[src/verilog/lds_pkg.sv]
package lds_pkg;

  // ----------------------------------------------------------------
  // timing
  // ----------------------------------------------------------------
  localparam int unsigned CLK_MHZ      = 200;
  localparam int unsigned EN_LOW_US    = 50;
  localparam int unsigned PULSE_MIN_US = 2;
  localparam int unsigned PULSE_MAX_US = 20;
  localparam int unsigned PRE_MS       = 65;
  localparam int unsigned RAMP_MS      = 50;
  localparam int unsigned HOLD_MS      = 100;
  localparam int unsigned EN_LOW_CYC   = EN_LOW_US * CLK_MHZ;
  localparam int unsigned PULSE_MIN_CYC = PULSE_MIN_US * CLK_MHZ;
  localparam int unsigned PULSE_MAX_CYC = PULSE_MAX_US * CLK_MHZ;
  localparam int unsigned PRE_CYC      = PRE_MS * 1000 * CLK_MHZ;
  localparam int unsigned RAMP_CYC     = RAMP_MS * 1000 * CLK_MHZ;
  localparam int unsigned HOLD_CYC     = HOLD_MS * 1000 * CLK_MHZ;

  localparam int unsigned NUM_STR = 4;
  localparam int unsigned TMR_W   = 25;
  localparam int unsigned ENC_W   = 14;

  // ----------------------------------------------------------------
  // registers
  // ----------------------------------------------------------------
  localparam logic [11:0] CTRL_OFS   = 12'h000;
  localparam logic [11:0] STATUS_OFS = 12'h004;
  localparam logic [11:0] LEDFLT_OFS = 12'h008;
  localparam int unsigned CTRL_RESTART_BIT = 0;
  localparam int unsigned CTRL_LEDCLR_BIT  = 1;
  localparam logic        CTRL_RESTART_RST = 1'b1;
  localparam int unsigned ST_LEDLAT_BIT    = 3;
  localparam int unsigned ST_PINLOW_BIT    = 4;
  localparam int unsigned ST_MASK_LSB      = 8;
  localparam int unsigned LF_SHORT_LSB     = 4;
  localparam int unsigned LF_GND_LSB       = 8;

  typedef enum logic [2:0] {
    LDS_IDLE = 3'b000,
    LDS_PRE  = 3'b001,
    LDS_RAMP = 3'b011,
    LDS_NORM = 3'b010,
    LDS_HOLD = 3'b110
  } lds_state_t;

  typedef struct packed {
    logic input_overcurrent;
    logic input_overvoltage;
    logic input_undervoltage;
    logic switch_overvoltage;
    logic thermal_shutdown;
  } lds_flt_t;

endpackage

[src/verilog/lds_sequencer.sv]
// Implementation choices: the address map and the APB register port.
`timescale 1ns/1ps
// Notes on behaviour
// RQ1 - idle entered once input supply good
// RQ2 - idle: enable high wakes regulator, precharge
// RQ3 - enable low over 50 us: back idle
// RQ4 - precharge turns on power-line FET control
// RQ5 - precharge/ramp act only on five supply faults
// RQ6 - precharge lasts 65 ms then ramp
// RQ7 - ramp enables converter, reduced current limit
// RQ8 - after 50 ms ramp, drop grounded strings
// RQ9 - grounded check done: go normal
// RQ10 - normal: enabled sinks conduct while dimming high
// RQ11 - normal acts on all faults incl. LED
// RQ12 - normal after holdoff, no fault: release pin
// RQ13 - non-LED fault enters fault holdoff
// RQ14 - holdoff disables sinks, converter, FET
// RQ15 - holdoff 100 ms then precharge if enabled
// RQ16 - fault output tells host of faults
// RQ17 - holdoff drives fault output low
// RQ18 - 2-20 us enable low pulse clears LED fault
// RQ19 - String_open_fault/short evaluated only in normal
// RQ20 - intervals counted in clock cycles by parameter
module lds_sequencer
  import lds_pkg::*;
#(
  parameter int unsigned P_EN_LOW_CYC = EN_LOW_CYC,
  parameter int unsigned P_PRE_CYC    = PRE_CYC,
  parameter int unsigned P_RAMP_CYC   = RAMP_CYC,
  parameter int unsigned P_HOLD_CYC   = HOLD_CYC
) (
  input  wire logic               core_clk_i,
  input  wire logic               rst_n_i,
  input  wire logic               psel_i,
  input  wire logic               penable_i,
  input  wire logic               pwrite_i,
  input  wire logic [11:0]        paddr_i,
  input  wire logic [31:0]        pwdata_i,
  output logic      [31:0]        prdata_o,
  output logic                    pready_o,
  output logic                    pslverr_o,
  input  wire logic               supply_good_i,
  input  wire logic               supply_enable_pin_i,
  input  wire logic               dim_i,
  input  wire lds_flt_t           supply_flt_i,
  input  wire logic [NUM_STR-1:0] string_open_fault_i,
  input  wire logic [NUM_STR-1:0] string_short_fault_i,
  input  wire logic [NUM_STR-1:0] string_grounded_i,
  output logic                    regulator_en_o,
  output logic                    fet_en_o,
  output logic                    converter_en_o,
  output logic                    reduced_ilim_o,
  output logic [NUM_STR-1:0]      sink_en_o,
  output logic [NUM_STR-1:0]      loop_incl_o,
  output logic                    fault_o,
  output logic                    fault_oe_n_o
);

  localparam logic [ENC_W-1:0] ENL_MAX = ENC_W'(P_EN_LOW_CYC);
  localparam logic [ENC_W-1:0] PMIN    = ENC_W'(PULSE_MIN_CYC);
  localparam logic [ENC_W-1:0] PMAX    = ENC_W'(PULSE_MAX_CYC);
  localparam logic [TMR_W-1:0] PRE_END  = TMR_W'(P_PRE_CYC - 1);
  localparam logic [TMR_W-1:0] RAMP_END = TMR_W'(P_RAMP_CYC - 1);
  localparam logic [TMR_W-1:0] HOLD_END = TMR_W'(P_HOLD_CYC - 1);

  lds_state_t         state_q, state_d;
  logic [TMR_W-1:0]   tmr_q;
  logic [ENC_W-1:0]   enl_q;
  logic [NUM_STR-1:0] mask_q, open_q, short_q, gnd_q;
  logic               led_lat_q, hold_lat_q, restart_q;
  logic               en_gone, supply_bad, led_ev, pulse_clr, sw_clr, wr_ctrl;
  logic [NUM_STR-1:0] led_hit;

  // ----------------------------------------------------------------
  // enable-low qualification
  // ----------------------------------------------------------------
  always_ff @(posedge core_clk_i or negedge rst_n_i) begin
    if (!rst_n_i) begin
      enl_q <= '0;
    end else if (supply_enable_pin_i) begin
      enl_q <= '0;
    end else if (enl_q != ENL_MAX) begin
      enl_q <= enl_q + 1'b1; // RQ20
    end
  end

  assign en_gone   = !supply_enable_pin_i && (enl_q == ENL_MAX); // RQ3
  // short low pulse ends inside the window
  assign pulse_clr = supply_enable_pin_i && (enl_q >= PMIN) && (enl_q <= PMAX)
                     && (state_q == LDS_NORM); // RQ18
  assign supply_bad = |supply_flt_i; // RQ5 RQ13
  assign led_hit    = (string_open_fault_i | string_short_fault_i) & mask_q;
  assign led_ev     = (state_q == LDS_NORM) && (|led_hit); // RQ19 RQ11

  // ----------------------------------------------------------------
  // state machine
  // ----------------------------------------------------------------
  always_comb begin
    state_d = state_q;
    case (state_q)
      LDS_IDLE: begin
        if (supply_good_i && supply_enable_pin_i) begin
          state_d = LDS_PRE; // RQ1 RQ2
        end
      end
      LDS_PRE: begin
        if (en_gone) begin
          state_d = LDS_IDLE; // RQ3
        end else if (supply_bad) begin
          state_d = LDS_HOLD; // RQ5 RQ13
        end else if (tmr_q == PRE_END) begin
          state_d = LDS_RAMP; // RQ6
        end
      end
      LDS_RAMP: begin
        if (en_gone) begin
          state_d = LDS_IDLE; // RQ3
        end else if (supply_bad) begin
          state_d = LDS_HOLD; // RQ5 RQ13
        end else if (tmr_q == RAMP_END) begin
          state_d = LDS_NORM; // RQ9
        end
      end
      LDS_NORM: begin
        if (en_gone) begin
          state_d = LDS_IDLE; // RQ3
        end else if (supply_bad) begin
          state_d = LDS_HOLD; // RQ11 RQ13
        end
      end
      LDS_HOLD: begin
        if (en_gone) begin
          state_d = LDS_IDLE; // RQ3
        end else if (tmr_q >= HOLD_END && supply_enable_pin_i && restart_q) begin
          state_d = LDS_PRE; // RQ15
        end
      end
      default: begin
        state_d = LDS_IDLE;
      end
    endcase
  end

  always_ff @(posedge core_clk_i or negedge rst_n_i) begin
    if (!rst_n_i) begin
      state_q <= LDS_IDLE;
    end else begin
      state_q <= state_d;
    end
  end

  // interval timer restarts on every state change
  always_ff @(posedge core_clk_i or negedge rst_n_i) begin
    if (!rst_n_i) begin
      tmr_q <= '0;
    end else if (state_d != state_q) begin
      tmr_q <= '0;
    end else if (tmr_q != HOLD_END) begin
      tmr_q <= tmr_q + 1'b1; // RQ20
    end
  end

  // ----------------------------------------------------------------
  // string mask and LED fault latches
  // ----------------------------------------------------------------
  always_ff @(posedge core_clk_i or negedge rst_n_i) begin
    if (!rst_n_i) begin
      mask_q <= '0;
      gnd_q  <= '0;
    end else if (state_q == LDS_RAMP && state_d == LDS_NORM) begin
      mask_q <= ~string_grounded_i; // RQ8
      gnd_q  <= string_grounded_i;
    end else if (state_q == LDS_NORM) begin
      mask_q <= mask_q & ~led_hit; // RQ11
    end else if (state_q != LDS_RAMP) begin
      mask_q <= '0;
    end
  end

  always_ff @(posedge core_clk_i or negedge rst_n_i) begin
    if (!rst_n_i) begin
      open_q  <= '0;
      short_q <= '0;
    end else if (state_q == LDS_NORM) begin
      open_q  <= open_q | (string_open_fault_i & mask_q); // RQ19
      short_q <= short_q | (string_short_fault_i & mask_q);
    end else if (state_q == LDS_PRE) begin
      open_q  <= '0;
      short_q <= '0;
    end
  end

  // set beats clear
  always_ff @(posedge core_clk_i or negedge rst_n_i) begin
    if (!rst_n_i) begin
      led_lat_q <= 1'b0;
    end else if (led_ev) begin
      led_lat_q <= 1'b1; // RQ11
    end else if (pulse_clr || sw_clr || state_q == LDS_IDLE) begin
      led_lat_q <= 1'b0; // RQ18
    end
  end

  always_ff @(posedge core_clk_i or negedge rst_n_i) begin
    if (!rst_n_i) begin
      hold_lat_q <= 1'b0;
    end else if (state_d == LDS_HOLD) begin
      hold_lat_q <= 1'b1; // RQ17
    end else if (state_q == LDS_NORM && !supply_bad) begin
      hold_lat_q <= 1'b0; // RQ12
    end else if (state_q == LDS_IDLE) begin
      hold_lat_q <= 1'b0;
    end
  end

  // ----------------------------------------------------------------
  // outputs
  // ----------------------------------------------------------------
  always_ff @(posedge core_clk_i or negedge rst_n_i) begin
    if (!rst_n_i) begin
      regulator_en_o <= 1'b0;
      fet_en_o       <= 1'b0;
      converter_en_o <= 1'b0;
      reduced_ilim_o <= 1'b0;
      sink_en_o      <= '0;
      loop_incl_o    <= '0;
      fault_o        <= 1'b0;
      fault_oe_n_o   <= 1'b1;
    end else begin
      regulator_en_o <= (state_q != LDS_IDLE); // RQ2
      fet_en_o       <= (state_q == LDS_PRE) || (state_q == LDS_RAMP)
                        || (state_q == LDS_NORM); // RQ4 RQ14
      converter_en_o <= (state_q == LDS_RAMP) || (state_q == LDS_NORM); // RQ7 RQ14
      reduced_ilim_o <= (state_q == LDS_RAMP); // RQ7
      sink_en_o      <= (state_q == LDS_NORM && dim_i && supply_enable_pin_i)
                        ? mask_q : '0; // RQ10 RQ14 RQ18
      loop_incl_o    <= (state_q == LDS_NORM) ? mask_q : '0; // RQ8
      fault_o        <= 1'b0;
      fault_oe_n_o   <= !(hold_lat_q || led_lat_q || state_q == LDS_HOLD); // RQ16 RQ17
    end
  end

  // ----------------------------------------------------------------
  // apb slave, zero wait states
  // ----------------------------------------------------------------
  assign wr_ctrl = psel_i && penable_i && pwrite_i && pready_o
                   && (paddr_i == CTRL_OFS);
  assign sw_clr  = wr_ctrl && pwdata_i[CTRL_LEDCLR_BIT] && (state_q == LDS_NORM);

  always_ff @(posedge core_clk_i or negedge rst_n_i) begin
    if (!rst_n_i) begin
      restart_q <= CTRL_RESTART_RST;
    end else if (wr_ctrl) begin
      restart_q <= pwdata_i[CTRL_RESTART_BIT];
    end
  end

  always_ff @(posedge core_clk_i or negedge rst_n_i) begin
    if (!rst_n_i) begin
      pready_o  <= 1'b0;
      pslverr_o <= 1'b0;
      prdata_o  <= '0;
    end else begin
      pready_o  <= psel_i && !penable_i;
      pslverr_o <= 1'b0;
      prdata_o  <= '0;
      if (psel_i && !penable_i) begin
        if (paddr_i == CTRL_OFS) begin
          prdata_o[CTRL_RESTART_BIT] <= restart_q;
        end else if (paddr_i == STATUS_OFS) begin
          prdata_o[2:0]                <= state_q;
          prdata_o[ST_LEDLAT_BIT]      <= led_lat_q;
          prdata_o[ST_PINLOW_BIT]      <= !fault_oe_n_o;
          prdata_o[ST_MASK_LSB +: NUM_STR] <= mask_q;
        end else if (paddr_i == LEDFLT_OFS) begin
          prdata_o[NUM_STR-1:0]             <= open_q;
          prdata_o[LF_SHORT_LSB +: NUM_STR] <= short_q;
          prdata_o[LF_GND_LSB +: NUM_STR]   <= gnd_q;
        end else begin
          pslverr_o <= 1'b1;
        end
      end
    end
  end
endmodule

[config.mk]
export PLATFORM = sky130hd
export DESIGN_NAME = lds_sequencer
export DESIGN_NICKNAME = d
export VERILOG_FILES = /design/src/verilog/lds_pkg.sv /design/src/verilog/lds_sequencer.sv
export SDC_FILE = /design/constraint.sdc
export NUM_CORES = 1
export LEC_CHECK = 0
export CORE_UTILIZATION = 42
export CTS_CLUSTER_SIZE = 14
export DETAILED_ROUTE_END_ITERATION = 16
export DONT_BUFFER_PORTS = 1
export PLACE_DENSITY = 0.6
export REMOVE_ABC_BUFFERS = 1
export SLEW_MARGIN = 15
export SYNTH_ARGS = -nofsm -noshare
export SYNTH_HDL_FRONTEND = slang
export SYNTH_SLANG_ARGS = --single-unit
[constraint.sdc]
create_clock -name core_clk_i -period 5.95 [get_ports core_clk_i]
set_clock_uncertainty 0.1 [all_clocks]
set_input_delay 1.19 -clock core_clk_i [delete_from_list [all_inputs] [get_ports core_clk_i]]
set_output_delay 1.19 -clock core_clk_i [all_outputs]
set_load 0.02 [all_outputs]
# Yosys cells after proc, flatten, opt, wreduce, memory -nomap -nowiden
# Cells that the tools add are included.
# totals
elab_cells	131
ff_bits	88
inputBits	69
# classes
n_eq_ne	15
n_addsub	2
muxes	40
n_lt_le_gt_ge	3
bitwise_logic	9
reduce_logical	42
# ops
cell	n
25-bit by 24-bit equality test with 1-bit output, second input constant	2
25-bit two-way mux	2
3-bit two-way mux	12
4-bit two-way mux	9
14-bit two-way mux	2
25-bit by 1-bit adder with 25-bit output, second input constant	1
25-bit >= comparator, second input constant	1
25-bit != test, second input constant	1
12-bit two-way mux	2
1-bit logical AND	19
4-bit AND	4
3-bit case mux with 5 select lines	1
14-bit by 1-bit adder with 14-bit output, second input constant	1
14-bit equality test, second input constant	1
14-bit by 9-bit >= comparator with 1-bit output, second input constant	1
14-bit by 12-bit less-or-equal comparator with 1-bit output, second input constant	1
14-bit != test, second input constant	1
12-bit by 3-bit equality test with 1-bit output, second input constant	1
12-bit by 4-bit equality test with 1-bit output, second input constant	1
12-bit zero test	1
4-bit bitwise OR	3
11-bit two-way mux	1
1-bit two-way mux	10
3-bit by 2-bit equality test with 1-bit output, second input constant	3
other kinds (13)	30

# Depth between registers and ports, before layout
# logic_depth
depth_word	10
mapped_depth	9
ltp_nobuf	8

# Least setup slack after synthesis
# OpenSTA, ideal clock, no wires.
# synth_path
path_type	input port to flip-flop
from	in supply_flt_i[0] in the netlist's numbering
to	reg tmr_q[10]
stages	7
path_buffers	1
setup_slack_ns	2.950
t_required_ns	5.764
arrival_ns	2.814
setup_time_ns	0.086
path_cell_list	or2_2 > nor4_2 > nand2_1 > a2111oi_0 > o22ai_1 > buf_2 > nor3_1
# synth_via
elab_chain_len	6
# synth_rtl
item	line_no	source
start, declared	lds_sequencer.sv:45	input wire lds_flt_t supply_flt_i,
5-bit OR reduction (*)	lds_sequencer.sv:91	assign supply_bad = |supply_flt_i;
3-bit two-way mux (on tied branches)	lds_sequencer.sv:127, lds_sequencer.sv:109, lds_sequencer.sv:118	
3-bit two-way mux (on tied branches)	lds_sequencer.sv:125, lds_sequencer.sv:107, lds_sequencer.sv:116	
3-bit case mux with 5 select lines (*)	lds_sequencer.sv:100	case (state_q)
3-bit != test (*)	lds_sequencer.sv:156	end else if (state_d != state_q) begin
25-bit two-way mux or 2-bit nonzero test (tied branches)	-	
end signal, assigned	lds_sequencer.sv:159	tmr_q <= tmr_q + 1'b1;
end, declared	lds_sequencer.sv:67	logic [TMR_W-1:0] tmr_q;
# Every way passes the cells marked *; elsewhere a longest branch is shown, timed or not.
# A chain may end at the register's enable or synchronous reset.

# Final worst setup path
# layout_path
from	in supply_flt_i[0] in the netlist's numbering
to	reg tmr_q[2]
# The elaborated chain is that of the path after synthesis.

==> results_dict.tcl <==
set metrics [dict create \
    status "complete, no violations" \
    cts_buffers 9 \
    finalCritPeriodShare_pct 52.2 \
    final_common_cell "dfrtp_1" \
    crit_path_start_kind "primary input" \
    synthArstFlopShare_pct 100 \
    synth_edf_count 0 \
    nFillCells 1019 \
    synth_area_um2 4590 \
    grt_antenna_before_repair 0 \
    post_cts_buffers 0 \
    grt_setup_unrepaired "no" \
    rows 37 \
    relSlewSlack_pct 40.9 \
    coreArea_um2 10500 \
    total_power_uw 1420 \
    cts_tree "built" \
    utilization_pct 45.8 \
    hold_class "flip-flop to flip-flop" \
    clk_latency_ps 360 \
    whs_ps 312 \
    worst_pin_slew_ps 885 \
    layout-drive-gt1-share_pct 7.32 \
    drcViolationCount 0 \
    first_iter_violations 194 \
    worstHoldPathCells 1 \
    placed_area_um2 4570 \
    design_area_um2 4790 \
    synth.distinct_cells 57 \
    start_util_pct 43.9 \
    hold_viol 0 \
    grt_pass1_vias 3421 \
    synth_cells 488 \
    avgSynthCellArea_um2 9.41 \
    path_max_fanout 25 \
    ant_nets 0 \
    grt_max_degree 89 \
    clockBufferDepth 2 \
    setup_viol 0 \
    cap_violations 0 \
    mostFrequentLayoutCells "86 x dfrtp_1, 51 x nor2_1, 41 x nor3_1" \
    cts_hold_buf 0 \
    clock-root-buffer "clkbuf_8" \
    r2r_cells 5 \
    cts_resized 0 \
    path_class "primary input to flip-flop" \
    dp_hpwl_um 7200 \
    cts_max_level 3 \
    grt_usage_pct 19.3 \
    antennaDiodeCount 0 \
    fmax_ghz 0.322 \
    area_delta_synth_final_pct 4.25 \
    dieWidth_um 107 \
    reg2reg_setup_slack_ps 3050 \
    slew_violations 0 \
    dr_total_vias 3584 \
    vias_per_cell 5.84 \
    leakage_uw 0.00193 \
    path_clk_slew_ps 100 \
    port_buffers 0 \
    gp_congestion 0.849 \
    grt_pass1_wl_um 17400 \
    drt_wl_total_um 10500 \
    post_drt_wl_per_cell_um 17.1 \
    cp_data_arrival_time_ps 3270 \
    ys_ff_latch 88 \
    synth_ff_type "dfrtp_1" \
    die-area_um2 11400 \
    top_level_ports 117 \
    synth-seq-area-share_pct 48.0 \
    cts.sinks 88 \
    endpoint_kind "flip-flop" \
    crit_required_ps 6110 \
    synth-warning-count 0 \
    layout.nets 545 \
    min_period_ps 3110 \
    die_y_um 107 \
    overflow 0 \
    dr.pass1.iters 4 \
    fin_tns_setup_ps 0 \
    power_density_nw_per_um2 297 \
    ir_worst_vdd_mv 0.173 \
]
-- flip-flops by register name, indices dropped and copies added, names as in the netlist, 4 cells and up --
name	count
gnd_q	4
enl_q	14
open_q	4
loop_incl_o	4
tmr_q	25
mask_q	4
prdata_o	12
short_q	4
sink_en_o	4
-- layout make-up --
type                            count  area [um2]  share of cell area (%)
Clock buffer                       10         138                    2.87
Tap cell                          136         170                    3.55
Clock inverter                      6        72.6                    1.52
Multi-Input combinational cell    365        2170                    45.2
Sequential cell                    88        2200                    46.0
Timing Repair Buffer                1        7.51                   0.157
Inverter                            8        30.0                   0.627
-- report_power, final --
group / switching, uW / total, uW / internal [uW]
combinational: 157 / 236 / 79.3
clock: 235 / 446 / 212
sequential: 80.6 / 738 / 658
total: 472 / 1420 / 949
-- cell families (layout without fill, tap and decap cells) --
group | Yosys count | after routing | synth area share [%]
AOI/OAI and AO/OA | 73 | 73 | 10.4
xor gates and xnor gates | 30 | 30 | 5.72
adders and majority gates | 3 | 3 | 0.817
buffers and inverters | 55 | 25 | 6.65
DFF | 88 | 88 | 48.0
muxes | 7 | 7 | 1.66
other | 1 | 21 | 0.0816
and+or+nand+nor | 231 | 231 | 26.7
-- path summary, 6_finish.rpt --
path	startpoint	endpoint
min	hold_lat_q	fault_oe_n_o
max	supply_flt_i[0]	tmr_q[2]
max reg2reg	tmr_q[17]	tmr_q[3]
min reg2reg	hold_lat_q	fault_oe_n_o
min in group asynchronous	rst_n_i	enl_q[9]
max in group asynchronous	rst_n_i	fault_oe_n_o
-- critical path: stages --
cell and delay, ps:
or2_2 290, nor4_2 410, nand2_1 140, a2111oi_0 500, o22ai_1 160, buf_4 250
nor4_1 310
-- cell usage after synthesis, types with 3 or more instances --
library cell	count	area share (%)
nand4_1	15	2.0
buf_4	21	3.4
nor2b_1	4	0.54
and2_1	9	1.2
clkbuf_1	18	1.5
nor2_1	51	4.2
nor4_1	13	1.8
a21oi_1	10	1.1
nor3_1	41	4.5
a31oi_1	10	1.4
nand2_1	39	3.2
xor2_1	13	2.5
nand4b_1	3	0.57
or3_1	4	0.54
dfrtp_1	86	47
mux2_2	5	1.2
a22oi_1	11	1.8
o211ai_1	4	0.65
o21ai_0	20	2.2
and3_1	5	0.68
inv_1	8	0.65
a211oi_1	3	0.49
ha_1	3	0.82
or4_1	3	0.49
buf_2	4	0.44
nand3_1	23	2.5
or2_2	3	0.41
xnor2_1	17	3.2
nor4bb_1	6	1.3
-- routing by layer --
metal	part of all wire [%]	GRT usage [%]	up-vias
li1	-	-	1678
met1	45	25.4	1778
met2	47	31.0	113
met3	6.1	5.35	15
met4	1.6	5.58	0
met5	0	0	-
-- per-stage QoR --
stage | setup WS [ps] | instances
floorplan | 2680 | 461
CTS | 2660 | 614
finish | 2840 | 614
detailed placement | 2520 | 598
global route | 2720 | 614
global placement | 2620 | 598
Power figures use the tool's default switching activity.
